--- src/qa_wdt_defines.svh ---
`ifndef QA_WDT_DEFINES_SVH
`define QA_WDT_DEFINES_SVH

// Initial question value and reserved upper nibble
`define QUESTION_INIT 4'hc
`define QUESTION_RSVD 4'h0

// Received answer counter load values per mode
`define ANS_CNT_QA_INIT 2'h3
`define ANS_CNT_WIN_INIT 2'h1
`define ANS_CNT_STEP 2'h1

// Per-cycle answer counts
`define CNT_ZERO 3'h0
`define CNT_ONE 3'h1
`define CNT_STEP 3'h1
`define CNT_MAX 3'h7
`define SEQ_MIN_ANSWERS 3'h3
`define QA_CYCLE_ANSWERS 3'h4

// Mode select encoding
`define MODE_QA 1'b0
`define MODE_WIN 1'b1

// Failure counter width
`define FAIL_CNT_W 4

`endif

--- src/qa_wdt_pkg.sv ---
package qa_wdt_pkg;

  typedef logic [2:0] cycle_cnt_t;

  typedef struct packed {
    logic outputDisable;
    logic [1:0] answerCount;
    logic configChange;
    logic wrongAnswer;
    logic tooFewWindow1;
    logic timeOut;
    logic prematureAnswer;
  } status_s;

  typedef struct packed {
    logic strobe;
    logic correct;
    logic inFirstWindow;
  } answer_s;

endpackage

--- src/qa_watchdog_status_question.sv ---
// Operation
// - The current 4-bit question sits in the low nibble of a read-only register, starts at 1100b, and the upper nibble reads zero.
// - Question and status reinitialise on power-on reset, reset-state entry, self-test completion and any watchdog configuration change.
// - An output-disable flag, initially set, is asserted whenever the failure counter reaches or exceeds its threshold.
// - Reading the output-disable flag clears it only while the failure counter is below the threshold.
// - A 2-bit read-only counter advances on every received answer byte.
// - On initialisation the answer counter loads 11b in question-answer mode and 01b in window mode.
// - A clear-on-read flag is set whenever a window duration, the question-answer configuration or the mode bit changes.
// - Answer error, sequence error and time-out are updated at the close of each watchdog cycle, and a status read in between clears them.
// - At cycle end the answer error flag is set if any received answer byte was wrong, else cleared.
// - In question-answer mode the sequence error flag is set when fewer than three answers arrived in the first window.
// - The sequence error flag is only valid when the mode bit is zero.
// - In question-answer mode time-out is set when fewer than four answers arrived in the cycle, cleared at four.
// - In window mode time-out is set when no answer arrived in the cycle, cleared when one arrived.
// - At cycle end the early flag is set for four answers in the first window or one answer in the closed window.
`include "qa_wdt_defines.svh"
`timescale 1ns/100ps
`default_nettype none

module qa_watchdog_status_question
  import qa_wdt_pkg::*;
(
  input wire logic clk,
  input wire logic rst,
  input wire logic resetStateEntry,
  input wire logic selfTestDone,
  input wire logic win1Changed,
  input wire logic win2Changed,
  input wire logic qaCfgChanged,
  input wire logic modeSelect,
  input wire logic questionLoad,
  input wire logic [3:0] questionNext,
  input wire answer_s answerIn,
  input wire logic cycleEnd,
  input wire logic [`FAIL_CNT_W-1:0] failCount,
  input wire logic [`FAIL_CNT_W-1:0] failThreshold,
  input wire logic questionRdStb,
  input wire logic statusRdStb,
  output logic [7:0] questionRdData,
  output status_s statusRdData,
  output logic rdValid
);

  function automatic cycle_cnt_t satInc(cycle_cnt_t c, logic inc);
    satInc = (inc && c != `CNT_MAX) ? cycle_cnt_t'(c + `CNT_STEP) : c;
  endfunction

  logic [3:0] question_reg;
  logic [1:0] answerCount_reg;
  logic outputDisable_reg;
  logic configChange_reg;
  logic wrongAnswer_reg;
  logic tooFewWindow1_reg;
  logic timeOut_reg;
  logic premature_reg;
  logic modePrev_reg;
  cycle_cnt_t win1Cnt_reg;
  cycle_cnt_t totalCnt_reg;
  logic anyWrong_reg;
  logic [7:0] questionRdData_reg;
  status_s statusRdData_reg;
  logic rdValid_reg;

  // Configuration change detection and reinitialisation
  wire logic modeChanged;
  wire logic configEvent;
  wire logic reInit;
  assign modeChanged = modeSelect != modePrev_reg;
  assign configEvent = win1Changed | win2Changed | qaCfgChanged | modeChanged;
  assign reInit = resetStateEntry | selfTestDone | configEvent;

  // Answer accounting, counting the answer of the closing cycle too
  wire logic window1Answer;
  wire cycle_cnt_t win1Now;
  wire cycle_cnt_t totalNow;
  wire logic wrongNow;
  assign window1Answer = answerIn.strobe & answerIn.inFirstWindow;
  assign win1Now = satInc(win1Cnt_reg, window1Answer);
  assign totalNow = satInc(totalCnt_reg, answerIn.strobe);
  assign wrongNow = anyWrong_reg | (answerIn.strobe & ~answerIn.correct);

  // Cycle-end evaluation
  wire logic isQa;
  wire logic wrongEval;
  wire logic tooFewEval;
  wire logic timeOutEval;
  wire logic prematureEval;
  assign isQa = modeSelect == `MODE_QA;
  assign wrongEval = wrongNow;
  assign tooFewEval = isQa && (win1Now < `SEQ_MIN_ANSWERS);
  assign timeOutEval = isQa ? (totalNow < `QA_CYCLE_ANSWERS)
                            : (totalNow == `CNT_ZERO);
  assign prematureEval = isQa ? (win1Now == `QA_CYCLE_ANSWERS)
                              : (win1Now >= `CNT_ONE);

  wire logic failAtThreshold;
  assign failAtThreshold = failCount >= failThreshold;

  wire logic [1:0] answerCountInit;
  assign answerCountInit = (modeSelect == `MODE_WIN) ? `ANS_CNT_WIN_INIT
                                                     : `ANS_CNT_QA_INIT;

  // Next values
  wire logic [3:0] question_next;
  wire logic [1:0] answerCount_next;
  wire logic outputDisable_next;
  wire logic configChange_next;
  wire logic wrongAnswer_next;
  wire logic tooFewWindow1_next;
  wire logic timeOut_next;
  wire logic premature_next;
  wire cycle_cnt_t win1Cnt_next;
  wire cycle_cnt_t totalCnt_next;
  wire logic anyWrong_next;
  wire status_s statusWord;

  assign question_next = reInit ? `QUESTION_INIT
                       : questionLoad ? questionNext : question_reg;
  assign answerCount_next = reInit ? answerCountInit
    : answerIn.strobe ? 2'(answerCount_reg + `ANS_CNT_STEP)
    : answerCount_reg;
  // Threshold keeps the flag set; a read clears it only below threshold
  assign outputDisable_next = reInit | failAtThreshold
    | (outputDisable_reg & ~statusRdStb);
  // Change event wins over a simultaneous read clear
  assign configChange_next = configEvent
    | (configChange_reg & ~statusRdStb & ~resetStateEntry & ~selfTestDone);
  // Error flags move only at cycle end; a read between clears them
  assign wrongAnswer_next = reInit ? 1'b0 : cycleEnd ? wrongEval
    : wrongAnswer_reg & ~statusRdStb;
  assign tooFewWindow1_next = reInit ? 1'b0 : cycleEnd ? tooFewEval
    : tooFewWindow1_reg & ~statusRdStb;
  assign timeOut_next = reInit ? 1'b0 : cycleEnd ? timeOutEval
    : timeOut_reg & ~statusRdStb;
  assign premature_next = reInit ? 1'b0 : cycleEnd ? prematureEval
    : premature_reg & ~statusRdStb;
  assign win1Cnt_next = (reInit | cycleEnd) ? `CNT_ZERO : win1Now;
  assign totalCnt_next = (reInit | cycleEnd) ? `CNT_ZERO : totalNow;
  assign anyWrong_next = ~(reInit | cycleEnd) & wrongNow;

  assign statusWord = '{outputDisable: outputDisable_reg,
                        answerCount: answerCount_reg,
                        configChange: configChange_reg,
                        wrongAnswer: wrongAnswer_reg,
                        tooFewWindow1: tooFewWindow1_reg,
                        timeOut: timeOut_reg,
                        prematureAnswer: premature_reg};

  always_ff @(posedge clk or posedge rst) begin
    if (rst) begin
      question_reg <= `QUESTION_INIT;
      answerCount_reg <= `ANS_CNT_QA_INIT;
      outputDisable_reg <= 1'b1;
      configChange_reg <= 1'b0;
      modePrev_reg <= `MODE_QA;
    end else begin
      question_reg <= question_next;
      answerCount_reg <= answerCount_next;
      outputDisable_reg <= outputDisable_next;
      configChange_reg <= configChange_next;
      modePrev_reg <= modeSelect;
    end
  end

  always_ff @(posedge clk or posedge rst) begin
    if (rst) begin
      wrongAnswer_reg <= 1'b0;
      tooFewWindow1_reg <= 1'b0;
      timeOut_reg <= 1'b0;
      premature_reg <= 1'b0;
      win1Cnt_reg <= `CNT_ZERO;
      totalCnt_reg <= `CNT_ZERO;
      anyWrong_reg <= 1'b0;
    end else begin
      wrongAnswer_reg <= wrongAnswer_next;
      tooFewWindow1_reg <= tooFewWindow1_next;
      timeOut_reg <= timeOut_next;
      premature_reg <= premature_next;
      win1Cnt_reg <= win1Cnt_next;
      totalCnt_reg <= totalCnt_next;
      anyWrong_reg <= anyWrong_next;
    end
  end

  // Read data captures the value before any clear takes effect
  always_ff @(posedge clk or posedge rst) begin
    if (rst) begin
      questionRdData_reg <= {`QUESTION_RSVD, `QUESTION_INIT};
      statusRdData_reg <= '0;
      rdValid_reg <= 1'b0;
    end else begin
      if (questionRdStb)
        questionRdData_reg <= {`QUESTION_RSVD, question_reg};
      if (statusRdStb)
        statusRdData_reg <= statusWord;
      rdValid_reg <= questionRdStb | statusRdStb;
    end
  end

  assign questionRdData = questionRdData_reg;
  assign statusRdData = statusRdData_reg;
  assign rdValid = rdValid_reg;
endmodule // qa_watchdog_status_question

`default_nettype wire

--- config.mk ---
export PLATFORM = sky130hd
export DESIGN_NAME = qa_watchdog_status_question
export DESIGN_NICKNAME = d
export VERILOG_FILES = /design/src/qa_wdt_pkg.sv /design/src/qa_watchdog_status_question.sv
export VERILOG_INCLUDE_DIRS = /design/src
export SDC_FILE = /design/constraint.sdc
export NUM_CORES = 1
export LEC_CHECK = 0
export BUFFER_PORTS_ARGS = -buffer_cell sky130_fd_sc_hd__buf_2
export CAP_MARGIN = 20
export CELL_PAD_IN_SITES_DETAIL_PLACEMENT = 0
export CELL_PAD_IN_SITES_GLOBAL_PLACEMENT = 1
export CORE_ASPECT_RATIO = 1.5
export CORE_MARGIN = 4
export CORE_UTILIZATION = 40
export CTS_CLUSTER_SIZE = 30
export DETAILED_ROUTE_END_ITERATION = 8
export PLACE_DENSITY = 0.8
export SLEW_MARGIN = 25
export SYNTH_ARGS = -nofsm -noshare
export SYNTH_HDL_FRONTEND = slang
export SYNTH_SLANG_ARGS = --single-unit
export TNS_END_PERCENT = 100
--- constraint.sdc ---
create_clock -name clk -period 2.3 [get_ports clk]
set_input_delay 0.345 -clock clk [delete_from_list [all_inputs] [get_ports clk]]
set_output_delay 0.345 -clock clk [all_outputs]
set_load 0.1 [all_outputs]
==> results by group <==
Placed design
  • Cells after DPL: 221
  • DPL Wire Length: about 2500 um
  • Gpl congestion: between 0.8 and 0.9
  • Port bufs: 39

Finish
  • Antenna fix cells: 0
  • Max reg flops: 8
  • Share of layout cells above drive strength 1: 36.4%
  • Leading cell types in the layout, fill and taps excluded: buf_2, dfrtp_1, mux2_2
  • Nets: 218
  • Cell Count, Final, Fillers Out: 229
  • Area grow syn2layout: 18.4%
  • Most common cell after layout, fill and taps aside: buf_2

Detailed routing
  • Post-route ant nets: 0
  • Routed WL: 3190 um
  • Drt drc: 0
  • Via Count: 1175
  • Routed WL per cell: between 10 and 15 um
  • Drt first-iter violations: 21
  • Vias/cell: 5.13
  • First drt pass iteration count: 4

Clock network
  • Clock Latency Late Sink: about 0.28 ns
  • Clock tree sinks: 33
  • H-Tree Depth: 2
  • CTS buffer count: 5
  • Post-CTS Setup Inserts: 0
  • CTS tree: yes
  • Post-cts resize count: 0
  • Reg clk slew, reported paths: 0.06 ns
  • Max Root-Sink Buffers: 2
  • Hold buffer count at CTS: 0
  • Root Driver: clkbuf_8

Synth
  • Synth Area in Compound Gates: 7.36%
  • Sequential fraction of the synthesis area: 51.7%
  • Fraction of registers with async set/reset: 100%
  • Adder-Cell Fraction of Synth Area: 6.20%
  • Mux share of post-synthesis cell area: 11.5%
  • XOR/XNOR Fraction of Synth Area: 2.71%
  • Post-synth EDFFs: 0
  • Mean post-synth cell area: 11.4 um^2
  • Cell area after synthesis: 0.00161 mm^2
  • Largest family of logic cells by synthesized area: simple AND/OR/NAND/NOR gates
  • Simple-Gate Fraction of Synth Area: ~15%
  • Seq cells post-synth: 33
  • Top cell type by total area after synthesis: dfrtp_1
  • Synthesis warning total: 0
  • Synth unique cells: 38
  • Post-synth top area share: roughly two fifths
  • Largest cells by area after synthesis: dfrtp_1, dfstp_2, mux2_2
  • Dominant synthesized flop cell: dfrtp_1
  • Post-synthesis cell count: 141

Power and ir drop
  • P_sw: 308 uW
  • Comb pwr share: between 10% and 20%
  • P_int: about 850 uW
  • Peak supply drop: 0.361 mV
  • Pleak: about 0.95 nW
  • Switching fraction of total power: roughly a quarter
  • Clock share of power: a little over a third
  • Power per cell area: 607 mW/mm^2
  • Sequential Power Share: a little over 50%

Timing
  • RSZ-0062 raised after global routing: false
  • Period utilization: 85.8%
  • Worst clock skew: around 0.0063 ns
  • Final setup fails: 0
  • Max-slew violations: 0
  • Crit path time final: 1.97 ns
  • Hold violation count in the final report: 0
  • Achievable Freq: roughly 0.51 GHz
  • Setup TNS: 0 ns

Hold path
  • Hold WC Path Type: primary input to asynchronous set/reset pin

Critical path
  • Critical-path cell list: ha_1 > ha_1 > and3b_1 > or4_1 > a32oi_1 > nor3_1
  • Flop-to-flop setup slack: about 0.33 ns
  • Element type at the critical path end: flip-flop
  • Critical Path Fanout Max: 8
  • Worst path slowest cell: dfrtp_1
  • CP required: 2.45 ns
  • CP startpoint kind: flip-flop
  • Worst Reg-to-Reg Cells: 6
  • R2r startpoint: win1Cnt_reg[0]
  • Most frequent CP cell: ha_1
  • R2R Path End: premature_reg
  • CP max stage delay: ~0.48 ns
  • Crit Path Category: flip-flop to flip-flop
  • Critical path arrival: 2.12 ns

Floorplanning
  • Die X: 59.9 um
  • Initial Util: roughly 41%
  • FP Rows: 28
  • I/O pin cnt: 44
  • Die ar.: approximately 0.0051 mm^2
  • Total core area: approximately 0.0039 mm^2
  • Chip Height: 85.8 um

Global routing
  • First-pass GRT wire length: 5600 um
  • GRT overflow: 0
  • Total track usage: between 10% and 20%
  • Vias in the first global route: about 1300
  • Initial antenna violation count: 0
  • Largest net degree at the start of global routing: 34

Outcome
  • Outcome: finished, final reports clean

Flow run
  • Max Cap Viol: 0
per-stage QoR:
stage	utilization [%]	power, mW	setup WS (ns)	area, um^2	hold slack (ns)
floorplan	-	0.730	0.512	1630	0.376
global placement	46.7	0.766	0.531	1830	0.449
detailed placement	46.7	0.770	0.403	1830	0.454
CTS	48.7	1.18	0.341	1910	0.152
global route	48.7	1.22	0.235	1910	0.159
finish	48.7	1.16	0.328	1910	0.143
how the worst max path moves through the flow:
stage,slack (ns),startpoint,endpoint
after global routing,0.23,win1Cnt_reg[0],premature_reg
final,0.33,win1Cnt_reg[0],premature_reg
after detailed placement,0.40,win1Cnt_reg[0],premature_reg
after CTS,0.34,win1Cnt_reg[0],premature_reg
after floorplan,0.51,win1Cnt_reg[0],premature_reg
after global placement,0.53,win1Cnt_reg[0],premature_reg
synth_stat cells, types with 2 or more instances:
| cell type | instances |
|---|---|
| a21oi_1 | 7 |
| a32oi_1 | 2 |
| buf_4 | 4 |
| clkbuf_1 | 2 |
| dfrtp_1 | 26 |
| dfstp_2 | 7 |
| ha_1 | 8 |
| inv_1 | 7 |
| mux2_2 | 12 |
| mux2i_1 | 5 |
| nand2_1 | 9 |
| nand3_1 | 4 |
| nor2_1 | 10 |
| nor2b_1 | 6 |
| nor3_1 | 4 |
| o21ai_0 | 3 |
| xnor2_1 | 4 |
critical path: cells and delay by family, from the launching register on:
kind,cells,cell delay [ns]
AND/OR/NAND/NOR,3,0.76
flip-flops,1,0.48
adder cells (fa/ha/maj),2,0.37
AO/OA/AOI/OAI,1,0.23
logic make-up after synthesis:
family,count (synthesis)
compound gates,18
xor+xnor,5
fa+ha+maj,8
buf+inv,15
flops,33
mux,17
other cells,1
simple gates,44
power groups by stage:
| stage | registers (mW) | clock network [mW] | logic [mW] |
|---|---|---|---|
| after floorplan | 0.636 | 0 | 0.0942 |
| after global placement | 0.603 | 0 | 0.163 |
| after detailed placement | 0.604 | 0 | 0.166 |
| after CTS | 0.594 | 0.417 | 0.167 |
| after global routing | 0.594 | 0.446 | 0.180 |
| final | 0.594 | 0.403 | 0.164 |
per-layer routing:
| layer | share of wire (%) | track usage (%) | vias to the layer above |
|---|---|---|---|
| li1 | - | - | 562 |
| met1 | 36 | 16.1 | 570 |
| met2 | 55 | 24.4 | 35 |
| met3 | 6.7 | 5.12 | 8 |
| met4 | 1.8 | 6.05 | 0 |
| met5 | 0 | 0 | - |
area by class of cell:
| type | count | area, um^2 |
|---|---|---|
| Fill cell | 386 | 2010 |
| Sequential cell | 33 | 835 |
| Multi-Input combinational cell | 96 | 711 |
| Timing Repair Buffer | 40 | 203 |
| Clock buffer | 8 | 80.1 |
| Tap cell | 45 | 56.3 |
| Inverter | 7 | 26.3 |
(Power assumes the default switching activity.)
